## config.mk

```make
export PLATFORM = sky130hd
export DESIGN_NAME = aics_top
export DESIGN_NICKNAME = d
export VERILOG_FILES = /design/src/hw/aics_clk_div.v /design/src/hw/aics_top.v
export VERILOG_INCLUDE_DIRS = /design/src /design/src/hw
export SDC_FILE = /design/constraint.sdc
export NUM_CORES = 1
export LEC_CHECK = 0
export ABC_AREA = 0
export BUFFER_PORTS_ARGS = -buffer_cell sky130_fd_sc_hd__clkbuf_2
export CORE_MARGIN = 8
export CORE_UTILIZATION = 30
export DETAILED_ROUTE_END_ITERATION = 6
export GPL_TIMING_DRIVEN = 0
export SYNTH_ARGS = -nofsm -noshare
export SYNTH_HDL_FRONTEND = slang
export SYNTH_SLANG_ARGS = --single-unit
export TNS_END_PERCENT = 100
```

## constraint.sdc

```tcl
create_clock -name i_sys_clk -period 5.2 [get_ports i_sys_clk]
set_input_delay 0.52 -clock i_sys_clk [delete_from_list [all_inputs] [get_ports i_sys_clk]]
set_output_delay 0.52 -clock i_sys_clk [all_outputs]
set_load 0.02 [all_outputs]
```

## src/hw/aics_regs.vh

```
`ifndef AICS_REGS_VH
`define AICS_REGS_VH

// ****************************************
// Register byte addresses
// ****************************************
`define AICS_ADDR_W          4
`define AICS_OFS_INCLK       4'h0
`define AICS_OFS_REFCTL      4'h4
`define AICS_OFS_STATUS      4'h8

// ****************************************
// Field positions and masks
// ****************************************
`define AICS_INSEL_HI        7
`define AICS_INSEL_LO        5
`define AICS_CKDIV_HI        2
`define AICS_CKDIV_LO        0
`define AICS_OPA_EN_BIT      7
`define AICS_BG_EN_BIT       6
`define AICS_REFSEL_HI       3
`define AICS_REFSEL_LO       0
`define AICS_INCLK_MASK      8'he7
`define AICS_REFCTL_MASK     8'hcf

// ****************************************
// Reset values
// ****************************************
`define AICS_INCLK_RST       8'h00
`define AICS_REFCTL_RST      8'h00

// ****************************************
// Internal input codes
// ****************************************
`define AICS_IN_AVDD         3'h1
`define AICS_IN_AVDD_2       3'h2
`define AICS_IN_AVDD_4       3'h3
`define AICS_IN_VR           3'h5
`define AICS_IN_VR_2         3'h6
`define AICS_IN_VR_4         3'h7

// ****************************************
// Input source encodings on o_input_source
// ****************************************
`define AICS_SRC_EXT         3'h0
`define AICS_SRC_AVDD        3'h1
`define AICS_SRC_AVDD_2      3'h2
`define AICS_SRC_AVDD_4      3'h3
`define AICS_SRC_VR          3'h4
`define AICS_SRC_VR_2        3'h5
`define AICS_SRC_VR_4        3'h6

// ****************************************
// Reference codes
// ****************************************
`define AICS_REF_AVDD        4'h0
`define AICS_REF_VREF        4'h1
`define AICS_REF_VREF_X2     4'h2
`define AICS_REF_VREF_X3     4'h3
`define AICS_REF_VREF_X4     4'h4

`endif

```

## src/hw/aics_clk_div.v

```verilog
`timescale 1ns/1ps
// ****************************************
// Converter clock enable divider
// ****************************************
module aics_clk_div
(
  input  wire       i_sys_clk,
  input  wire       i_arst_n,
  input  wire [2:0] i_div_sel,
  output reg        o_tick
);

  reg  [6:0] cnt_ff;
  wire [6:0] last_cnt;

  assign last_cnt = (7'h01 << i_div_sel) - 7'h01;

  always @(posedge i_sys_clk or negedge i_arst_n)
  begin
    if (!i_arst_n)
    begin
      cnt_ff <= 7'h00;
      o_tick <= 1'b0;
    end
    else
    begin
      // A shrinking ratio restarts the count rather than running past it
      if (cnt_ff >= last_cnt)
      begin
        cnt_ff <= 7'h00;
        o_tick <= 1'b1;
      end
      else
      begin
        cnt_ff <= cnt_ff + 7'h01;
        o_tick <= 1'b0;
      end
    end
  end

endmodule // aics_clk_div

```

## src/hw/aics_top.v

```verilog
// Contract
// - Internal select 000 leaves only the chosen external channel on the input
// - Codes 001, 010, 011 route supply at full, half, quarter
// - Codes 101, 110, 111 route op-amp output at full, half, quarter
// - Code 100 behaves exactly as 000
// - Clock field divides system clock by two to the field value
// - Reference register bit 6 enables the bandgap buffer
// - Reference code 0000 selects supply, 0001 the external reference pin
// - Unimplemented bits ignore writes and read zero
// - Reference codes 0010..0100 select reference pin times two, three, four
`timescale 1ns/1ps
`include "aics_regs.vh"

module aics_top
(
  input  wire                    i_sys_clk,
  input  wire                    i_arst_n,
  input  wire [`AICS_ADDR_W-1:0] i_avs_address,
  input  wire                    i_avs_read,
  input  wire                    i_avs_write,
  input  wire [31:0]             i_avs_writedata,
  input  wire [3:0]              i_avs_byteenable,
  output reg  [31:0]             o_avs_readdata,
  output reg                     o_avs_waitrequest,
  input  wire [1:0]              i_external_channel_select,
  output reg  [1:0]              o_external_channel,
  output reg                     o_external_connect,
  output reg  [2:0]              o_input_source,
  output reg                     o_converter_clock,
  output reg                     o_opamp_enable,
  output reg                     o_bandgap_buffer_enable,
  output reg  [3:0]              o_reference_select,
  output reg                     o_reference_invalid
);

  // ****************************************
  // Registers
  // ****************************************
  reg  [7:0]  inclk_ff;
  reg  [7:0]  refctl_ff;
  reg         ack_ff;
  reg  [1:0]  ext_sel_meta_ff;
  reg  [1:0]  ext_sel_ff;
  reg  [2:0]  nxt_src;
  reg  [31:0] nxt_rdata;
  reg         ref_bad;
  wire        div_tick;
  wire        req;
  wire        wr_inclk;
  wire        wr_refctl;

  // One wait state per access keeps read data a plain registered path
  assign req       = (i_avs_read | i_avs_write) & ~ack_ff;
  assign wr_inclk  = req & i_avs_write & i_avs_byteenable[0] &
                     (i_avs_address == `AICS_OFS_INCLK);
  assign wr_refctl = req & i_avs_write & i_avs_byteenable[0] &
                     (i_avs_address == `AICS_OFS_REFCTL);

  // ****************************************
  // Bus slave
  // ****************************************
  always @(posedge i_sys_clk or negedge i_arst_n)
  begin
    if (!i_arst_n)
    begin
      inclk_ff          <= `AICS_INCLK_RST;
      refctl_ff         <= `AICS_REFCTL_RST;
      ack_ff            <= 1'b0;
      o_avs_readdata    <= 32'h00000000;
      o_avs_waitrequest <= 1'b1;
    end
    else
    begin
      ack_ff            <= req;
      o_avs_waitrequest <= ~req;
      if (wr_inclk)
        inclk_ff <= i_avs_writedata[7:0] & `AICS_INCLK_MASK;
      if (wr_refctl)
        refctl_ff <= i_avs_writedata[7:0] & `AICS_REFCTL_MASK;
      if (req & i_avs_read)
        o_avs_readdata <= nxt_rdata;
    end
  end

  // Unmapped addresses read zero and drop writes
  always @*
  begin
    case (i_avs_address)
      `AICS_OFS_INCLK:  nxt_rdata = {24'h000000, inclk_ff};
      `AICS_OFS_REFCTL: nxt_rdata = {24'h000000, refctl_ff};
      `AICS_OFS_STATUS: nxt_rdata = {25'h0, o_reference_invalid,
                                     o_external_connect, o_converter_clock,
                                     1'b0, o_input_source};
      default:          nxt_rdata = 32'h00000000;
    endcase
  end

  // ****************************************
  // Input source decode
  // ****************************************
  always @*
  begin
    case (inclk_ff[`AICS_INSEL_HI:`AICS_INSEL_LO])
      `AICS_IN_AVDD:   nxt_src = `AICS_SRC_AVDD;
      `AICS_IN_AVDD_2: nxt_src = `AICS_SRC_AVDD_2;
      `AICS_IN_AVDD_4: nxt_src = `AICS_SRC_AVDD_4;
      `AICS_IN_VR:     nxt_src = `AICS_SRC_VR;
      `AICS_IN_VR_2:   nxt_src = `AICS_SRC_VR_2;
      `AICS_IN_VR_4:   nxt_src = `AICS_SRC_VR_4;
      default:         nxt_src = `AICS_SRC_EXT;
    endcase
  end

  always @*
  begin
    case (refctl_ff[`AICS_REFSEL_HI:`AICS_REFSEL_LO])
      `AICS_REF_AVDD,
      `AICS_REF_VREF,
      `AICS_REF_VREF_X2,
      `AICS_REF_VREF_X3,
      `AICS_REF_VREF_X4: ref_bad = 1'b0;
      default:           ref_bad = 1'b1;
    endcase
  end

  // ****************************************
  // Converter clock divider
  // ****************************************
  aics_clk_div u_clk_div
  (
    .i_sys_clk (i_sys_clk),
    .i_arst_n  (i_arst_n),
    .i_div_sel (inclk_ff[`AICS_CKDIV_HI:`AICS_CKDIV_LO]),
    .o_tick    (div_tick)
  );

  // ****************************************
  // External channel synchroniser
  // ****************************************
  // External select comes from another block's pins
  always @(posedge i_sys_clk or negedge i_arst_n)
  begin
    if (!i_arst_n)
    begin
      ext_sel_meta_ff    <= 2'h0;
      ext_sel_ff         <= 2'h0;
      o_external_channel <= 2'h0;
    end
    else
    begin
      ext_sel_meta_ff    <= i_external_channel_select;
      ext_sel_ff         <= ext_sel_meta_ff;
      o_external_channel <= ext_sel_ff;
    end
  end

  // ****************************************
  // Input source outputs
  // ****************************************
  always @(posedge i_sys_clk or negedge i_arst_n)
  begin
    if (!i_arst_n)
    begin
      o_external_connect <= 1'b1;
      o_input_source     <= `AICS_SRC_EXT;
    end
    else
    begin
      // Internal source overrides the pin when both are chosen
      o_external_connect <= (nxt_src == `AICS_SRC_EXT);
      o_input_source     <= nxt_src;
    end
  end

  // ****************************************
  // Converter clock output
  // ****************************************
  always @(posedge i_sys_clk or negedge i_arst_n)
  begin
    if (!i_arst_n)
    begin
      o_converter_clock <= 1'b0;
    end
    else
    begin
      o_converter_clock <= div_tick;
    end
  end

  // ****************************************
  // Reference and op-amp outputs
  // ****************************************
  always @(posedge i_sys_clk or negedge i_arst_n)
  begin
    if (!i_arst_n)
    begin
      o_opamp_enable          <= 1'b0;
      o_bandgap_buffer_enable <= 1'b0;
      o_reference_select      <= `AICS_REF_AVDD;
      o_reference_invalid     <= 1'b0;
    end
    else
    begin
      o_opamp_enable          <= refctl_ff[`AICS_OPA_EN_BIT];
      o_bandgap_buffer_enable <= refctl_ff[`AICS_BG_EN_BIT];
      // Reserved codes pass through; the flag lets the converter refuse them
      o_reference_select      <= refctl_ff[`AICS_REFSEL_HI:`AICS_REFSEL_LO];
      o_reference_invalid     <= ref_bad;
    end
  end

endmodule // aics_top

```

# ---- After elaboration in Yosys (flattened, before gate mapping)
# Cells that the tools add are included.
dict set report totals {
  reg_bits 72
  in_bits 46
  output_inout_bits 47
  elab_cells 51
}
dict set report classes {
  n_addsub 2
  n_lt_le_gt_ge 1
  n_eq_ne 12
  n_shift 1
  muxes 5
  n_bitwise 9
  n_reduce_logical 4
}
# cell count
set ops {}
lappend ops {{8-bit case mux with 3 select lines} 1}
lappend ops {{3-bit case mux with 6 select lines} 1}
lappend ops {{3-bit == test (second input constant)} 3}
lappend ops {{4-bit by 2-bit == test with 1-bit output (second input constant)} 2}
lappend ops {{4-bit by 3-bit == test with 1-bit output (second input constant)} 2}
lappend ops {{4-bit logical NOT} 2}
lappend ops {{7-bit by 1-bit adder with 7-bit output (second input constant)} 1}
lappend ops {{7-bit >= comparator} 1}
lappend ops {{7-bit two-way mux} 1}
lappend ops {{1-bit by 3-bit << shifter with 7-bit output (first input constant)} 1}
lappend ops {{7-bit by 1-bit subtractor with 7-bit output (second input constant)} 1}
lappend ops {{1-bit bitwise AND} 6}
lappend ops {{3-bit by 2-bit == test with 1-bit output (second input constant)} 2}
lappend ops {{5-bit OR reduction} 1}
lappend ops {{4-bit by 1-bit == test with 1-bit output (second input constant)} 1}
lappend ops {{4-bit == test (second input constant)} 1}
lappend ops {{3-bit by 1-bit == test with 1-bit output (second input constant)} 1}
lappend ops {{3-bit logical NOT} 1}
lappend ops {{1-bit two-way mux} 2}
lappend ops {{1-bit NOT} 2}
lappend ops {{1-bit bitwise OR} 1}

# ---- Depth between registers and ports, before layout
# Gate-level depths: netlist of run 1.
dict set report depth {
  ltp_word 5
  mapped_depth 5
  ltp_nobuf 5
}

# ---- Modules after synthesis
# From an unflattened synthesis of run 1, not the netlist that was laid out.
dict set report unflattened {
  cells_unflattened 181
  hier_area_um2 2224.6
}
# module n_inst cells_per_inst area_per_inst_um2 seq_area_each_um2
set modules_own_cells {}
lappend modules_own_cells {aics_top 1 126 1692.9 1003.5}
lappend modules_own_cells {aics_clk_div 1 55 531.8 200.2}

# ---- Worst setup path before layout of run 1
# Ideal clock, no wire load.
dict set report synth_path {
  path_kind {register to register}
  startpoint {register inclk_ff[1]}
  endpoint {register u_clk_div.cnt_ff[5]}
  setup_ps 153
  arrival_ps 1552
  t_required_ps 5047
  setup_slack_ps 3495
  stages_incl_launch_ff 6
  n_path_buf 0
  period_less_slack_ps 1705
  cell_sequence {dfrtp_1 -> or3_1 -> ha_1 -> nor2b_1 -> o21ai_1 -> a221oi_1}
}
dict set report synth_between {
  elab_chain_len 4
}
# item line_no
set synth_lines {}
lappend synth_lines {{from (decl)} aics_top.v:39} ;# reg [7:0] inclk_ff;
lappend synth_lines {{from (signal assigned)} aics_top.v:66} ;# inclk_ff <= `AICS_INCLK_RST;
lappend synth_lines {{from (signal assigned)} aics_top.v:77} ;# inclk_ff <= i_avs_writedata[7:0] & `AICS_INCLK_MASK;
lappend synth_lines {{1-bit by 3-bit << shifter with 7-bit output} aics_clk_div.v:16} ;# assign last_cnt = (7'h01 << i_div_sel) - 7'h01;
lappend synth_lines {{7-bit by 1-bit subtractor with 7-bit output} aics_clk_div.v:16}
lappend synth_lines {{7-bit >= comparator} aics_clk_div.v:28} ;# if (cnt_ff >= last_cnt)
lappend synth_lines {{7-bit two-way mux} aics_clk_div.v:28}
lappend synth_lines {{to (signal assigned)} aics_clk_div.v:35} ;# cnt_ff <= cnt_ff + 7'h01;
lappend synth_lines {{to (decl)} aics_clk_div.v:13} ;# reg [6:0] cnt_ff;
# Every way passes these cells.
# A chain may end at the register's enable or synchronous reset.

# ---- Worst setup path after layout of run 1
# Ends and elaborated chain as after synthesis.

==> qor.yml, run 1 <==
status: "complete, no violations"
ys_warn_count: 0
die_w_microns: 101
gp_congestion: 0.751
row_count: 31
vias: 1480
fin_crit_sh_pct: 38.3
ctsHoldBuffers: 0
clock-sinks: 48
numCtsBuffers: 5
fin_nets: 309
synth_edf_count: 0
synthFlopType: "dfrtp_1"
hold_violations: 0
ys_ff_latch: 48
wirelength_microns: 4570
antenna_cells: 0
final_cell_mix: "dfrtp_1 (46), clkbuf_2 (39), buf_4 (24), conb_1 (24), nand2_1 (16)"
critical_path.max_fanout: 8
start_util_pct: 30.5
cts_setup_buffers: 0
ff2ff_setup_slack_ns: 3.21
grt_antenna_before_repair: 1
crit_type: "flop to flop"
root_buffer: "clkbuf_8"
clk_path_buf_depth: 2
cts_tree: "built"
cts_resized: 0
firstDrtPassIters: 6
ant_nets: 0
worst_slew_pin_slew_ns: 1.16
max_freq_mhz: 502
rsz0062_at_grt: "no"
seqPwrFrac_pct: 47.0
pwr-share-comb_pct: 25.4
maxSlewViolCount: 0
required_ns: 5.34
setup_tns_ns: 0
syn-mean-instance-area_sq_um: 11.8
layout_min_cycle_time_ns: 1.99
crit_path_start_kind: "flop"
cap_violations: 0
cts-htree-levels: 2
grt-ovfl-total: 0
port_buffers: 39
place_ws_ns: 3.22
clk_latency_ns: 0.30
max_slew_margin_pct: 22.6
p_per_area_nw_per_um2: 386
areaGrowthSynthToFinish_pct: 24.3
internal_power_w: 0.000715
syn_area_sq_um: 2190
netlist_instances: 186
ioPinCount: 93
fill_cells: 723
synthDistinctLibCells: 39
grt.total_usage_pct: 9.05
crit_arrival_ns: 2.14
final_common_cell: "dfrtp_1"
die-area_sq_um: 10300
vias_per_cell: 4.17
ir_worst_vdd_uv: 115
finClkSkew_ns: 0.0103
setup_viol: 0
path_clk_slew_ns: 0.08
placed_cells: 347
grt_pass1_wl_microns: 7150
ys_seq_area_share_pct: 54.9
p_leak_nw: 1.38
swShare_pct: 32.0
async_flop_share_pct: 100
grt_pass1_vias: 1405
stdcell_count: 355
p_switching_w: 0.000336
fin_ws_ns: 3.21
dp_hpwl_microns: 3570
drt_iter0_markers: 38
core_area_sq_um: 7180
pwr-share-clk_pct: 27.6
grt_max_degree: 49
fp.dieH_microns: 101
wl_per_cell_microns: 12.9
final_layout_size_suffix_gt1_share_pct: 35.2
remaining_drc_errors: 0
hold_path.class: "input port to flop"
crit_path_end_kind: "flop"
[registers in the layout (all words and copies together) (netlist names), 2 cells and up]
name and cells:
u_clk_div.cnt_ff 7, o_reference_select 4, inclk_ff 6, refctl_ff 6
ext_sel_meta_ff 2, ext_sel_ff 2, o_avs_readdata 8, o_external_channel 2
o_input_source 3
[critical path, stage by stage, from the launching register on]
cell and delay [ns]:
dfrtp_1 0.47, or3_1 0.38, ha_1 0.28, nor2b_1 0.04, o21ai_1 0.49, a221oi_1 0.19
[synth_stat cells, types with 2 or more instances]
cell,count,share of area (%)
mux2_2,8,4.1
nor2b_1,3,0.86
nand3_1,8,1.8
dfrtp_1,46,53
a211oi_1,5,1.7
xor2_1,2,0.80
nor2_1,4,0.69
dfstp_2,2,2.4
buf_6,2,1.0
a221oi_1,2,0.80
or3_1,3,0.86
o21ai_1,2,0.46
nand2_1,16,2.7
ha_1,8,4.6
o21ai_0,15,3.4
inv_1,5,0.86
nand2b_1,2,0.57
a222oi_1,3,1.4
mux2_4,4,2.7
a21oi_1,4,0.91
buf_4,24,8.2
[final cells by class]
type	instances	area [sq um]	area share [%]
Clock buffer	7	96.3	3.54
Inverter	5	18.8	0.689
Multi-Input combinational cell	128	843	31.0
Tap cell	99	124	4.55
Clock inverter	1	30.0	1.10
Sequential cell	48	1200	44.2
Timing Repair Buffer	39	195	7.17
Buffer	28	211	7.77
[per-layer routing]
metal	GRT usage, %	wire [microns]	vias up
met1	11.1	1950	678
met2	12.7	1970	50
met5	0	10	-
met3	4.40	542	8
li1	-	-	742
met4	4.81	92	2
[final timing paths]
| kind | cells past startpoint | to | from |
|---|---|---|---|
| worst max-delay path | 5 | u_clk_div.cnt_ff[5] | inclk_ff[1] |
| worst min-delay path | 1 | ext_sel_meta_ff[0] | i_external_channel_select[0] |
| worst max register to register | 5 | u_clk_div.cnt_ff[5] | inclk_ff[1] |
| worst min register to register | 0 | o_external_channel[1] | ext_sel_ff[1] |
| max in group asynchronous | 1 | refctl_ff[0] | i_arst_n |
| min in group asynchronous | 1 | u_clk_div.cnt_ff[1] | i_arst_n |
[logic make-up (layout without fill, tap and decap cells)]
family / after synthesis / in the layout / synth area share (%)
compound gates: 35 / 35 / 10.2
flops: 48 / 48 / 54.9
buf+inv: 33 / 80 / 10.5
other cells: 1 / 24 / 0.171
xor+xnor: 3 / 3 / 1.20
mux: 13 / 13 / 7.31
fa+ha+maj: 8 / 8 / 4.57
simple gates: 45 / 45 / 11.1
[power groups by stage]
| stage | Clock (W) | Combinational [W] | Sequential (W) |
|---|---|---|---|
| floorplan | 0 | 0.000171 | 0.000513 |
| global placement | 0 | 0.000266 | 0.000502 |
| detailed placement | 0 | 0.000270 | 0.000502 |
| CTS | 0.000299 | 0.000271 | 0.000494 |
| global route | 0.000313 | 0.000305 | 0.000503 |
| finish | 0.000290 | 0.000267 | 0.000494 |
[stage by stage]
| stage | instance area (sq um) | total power, W | util (%) | hold WS (ns) |
|---|---|---|---|---|
| 2_1_floorplan | 2280 | 0.000685 | - | 0.224 |
| 3_3_place_gp | 2600 | 0.000768 | 36.2 | 0.331 |
| 5_1_grt | 2720 | 0.00112 | 37.9 | 0.313 |
| 6_report | 2720 | 0.00105 | 37.9 | 0.325 |
| 4_1_cts | 2720 | 0.00106 | 37.9 | 0.315 |
| 3_5_place_dp | 2600 | 0.000772 | 36.2 | 0.336 |
Power figures use the tool's default switching activity.
==> run 2: changes to the inputs <==
==> constraint.sdc (replaced) <==
create_clock -name i_sys_clk -period 2.05 [get_ports i_sys_clk]
set_input_delay 0.205 -clock i_sys_clk [delete_from_list [all_inputs] [get_ports i_sys_clk]]
set_output_delay 0.205 -clock i_sys_clk [all_outputs]
set_load 0.02 [all_outputs]
==> run 2 against run 1 <==
Net effect:
- non-clock buffer count grew 1
- highest routed layer unchanged
- critical path depth is the same
- clock skew is the same
- sequential cell count is the same
- cell count grew 0.28%
- combinational power grew to 2.6 times the previous value
- global-route usage is the same
==> qor.yml, run 2 (synthesized netlist as in run 1, its figures left out) <==
numCtsBuffers: 5  # unchanged
final_common_cell: "dfrtp_1"
fin_crit_sh_pct: 88.1  # +50 points
drt_iter0_markers: 48  # +26%
cp-endpoint: "u_clk_div.cnt_ff[5]"
clk_latency_ns: 0.30  # about the same
cts_tree: "built"
p_leak_nw: 1.39  # +0.41%
required_ns: 2.20  # -3.14 ns
crit_arrival_ns: 1.95  # -0.19 ns
row_count: 31  # unchanged
reg2reg_to: "u_clk_div.cnt_ff[5]"
critical_path.max_fanout: 8  # unchanged
layout_min_cycle_time_ns: 1.81  # -0.187 ns
critical_path.top_delay_family: "compound AO/OA/AOI/OAI gates"
reg2reg_from: "inclk_ff[1]"
max_slew_margin_pct: 22.6  # about the same
ioPinCount: 93  # unchanged
vias: 1482  # +0.14%
hold_violations: 0  # unchanged
areaGrowthSynthToFinish_pct: 24.9
path_cells: "or3_1, ha_1, nor2b_1, o21ai_2, a221oi_1"
grt_max_degree: 49  # unchanged
root_buffer: "clkbuf_8"
rsz0062_at_grt: "no"
firstDrtPassIters: 6  # unchanged
core_area_sq_um: 7180  # unchanged
die-area_sq_um: 10300  # unchanged
grt_antenna_before_repair: 1  # unchanged
clk_path_buf_depth: 2  # unchanged
fp.dieH_microns: 101  # unchanged
ant_nets: 0  # unchanged
start_util_pct: 30.5  # unchanged
finClkSkew_ns: 0.0103  # unchanged
grt.total_usage_pct: 9.05  # unchanged
timing.hold.ws_ns: 0.0121  # -0.313 ns
top_regs: "o_avs_readdata: 8 flops, u_clk_div.cnt_ff: 7 flops"
largest_reg_flops: 8  # unchanged
clock-sinks: 48  # unchanged
die_w_microns: 101  # unchanged
antenna_cells: 0  # unchanged
regMostFlops: "o_avs_readdata"
ff2ff_setup_slack_ns: 0.24  # -2.96 ns
maxSlewViolCount: 0  # unchanged
worst_slew_pin_slew_ns: 1.16  # +0.0000254 ns
critPathSlowestCell: "dfrtp_1"
crit_type: "flop to flop"
remaining_drc_errors: 0  # unchanged
dp_hpwl_microns: 3570  # unchanged
grt_pass1_vias: 1405  # unchanged
ir_worst_vdd_uv: 291  # +150%
crit_path_start_kind: "flop"
grt-ovfl-total: 0  # unchanged
p_per_area_nw_per_um2: 979  # +150%
fin_nets: 310  # +0.32%
setup_tns_ns: 0  # unchanged
cts-htree-levels: 2  # unchanged
grt_pass1_wl_microns: 7150  # unchanged
critPathBufInv: 0  # unchanged
wl_per_cell_microns: 12.8  # -0.22%
crit_path_max_incr_delay_ns: 0.47  # -0.02 ns
wirelength_microns: 4570  # about the same
final_layout_size_suffix_gt1_share_pct: 35.4  # +0.25 points
final_cell_mix: "dfrtp_1 (46), clkbuf_2 (39), buf_4 (24), conb_1 (24), nand2_1 (16)"
hold_path.class: "input port to flop"
vias_per_cell: 4.16  # -0.15%
status: "complete, no violations"
path_clk_slew_ns: 0.08  # about the same
gp_congestion: 0.751  # unchanged
crit_path_end_kind: "flop"
cts_setup_buffers: 0  # unchanged
port_buffers: 39  # unchanged
cap_violations: 0  # unchanged
cp_num_cells: 5  # unchanged
max_freq_mhz: 554  # +10%
rr_worst_depth: 5  # unchanged
critPathLaunch: "inclk_ff[1]"
setup_viol: 0  # unchanged
final_core_util_pct: 38.1  # +0.19 points
run 2: cell types whose count changed in the layout (fill, tap and decap cells not counted):
cell | previous run | this run
dlygate4sd3_1 | 0 | 1
o21ai_1 | 2 | 1
o21ai_2 | 0 | 1
run 2: report_power, final:
part | leakage (nW) | switching [W] | internal [W]
logic | 0.706 | 0.000408 | 0.000281
clock network | 0.0645 | 0.000305 | 0.000430
registers | 0.615 | 0.000145 | 0.00111
total | 1.39 | 0.000858 | 0.00182
run 2: worst min-delay path by stage:
stage	from	end	slack, ns	depth (start not counted)
CTS	i_external_channel_select[0]	ext_sel_meta_ff[0]	0.0005	1
detailed placement	i_external_channel_select[0]	ext_sel_meta_ff[0]	0.32	1
global placement	i_external_channel_select[0]	ext_sel_meta_ff[0]	0.31	1
global route	i_external_channel_select[1]	ext_sel_meta_ff[1]	0.002	1
finish	i_external_channel_select[1]	ext_sel_meta_ff[1]	0.01	1
floorplan	i_arst_n	ack_ff	-0.09	0
run 2: metrics by stage:
stage	area [sq um]	instances	setup slack [ns]	total power, W
2_1_floorplan	2280	209	0.345	0.00174
3_3_place_gp	2600	347	0.0874	0.00195
3_5_place_dp	2600	347	0.0705	0.00196
4_1_cts	2720	355	0.0651	0.00270
5_1_grt	2740	356	0.154	0.00285
6_report	2740	356	0.245	0.00268
run 2: per-layer routing:
layer / routed length, microns / up-vias / share of wire (%) / track usage [%]
met2: 1970 / 50 / 43 / 12.7
met1: 1950 / 679 / 43 / 11.1
met3: 542 / 8 / 12 / 4.40
met4: 92 / 2 / 2.0 / 4.81
li1: - / 743 / - / -
met5: 10 / - / 0.22 / 0
run 2: repair_timing:
action,in CTS,in global routing
resized for setup,0,1
hold buffers,0,1
hold endpoints to repair,0,1
endpoints found under the setup margin,0,2
run 2: layout make-up:
type / count / area [sq um]
Inverter: 5 / 18.8
Tap cell: 99 / 124
Buffer: 28 / 211
Fill cell: 720 / 4440
Clock buffer: 7 / 96.3
Timing Repair Buffer: 40 / 205
Clock inverter: 1 / 30.0
Multi-Input combinational cell: 128 / 847
Sequential cell: 48 / 1200
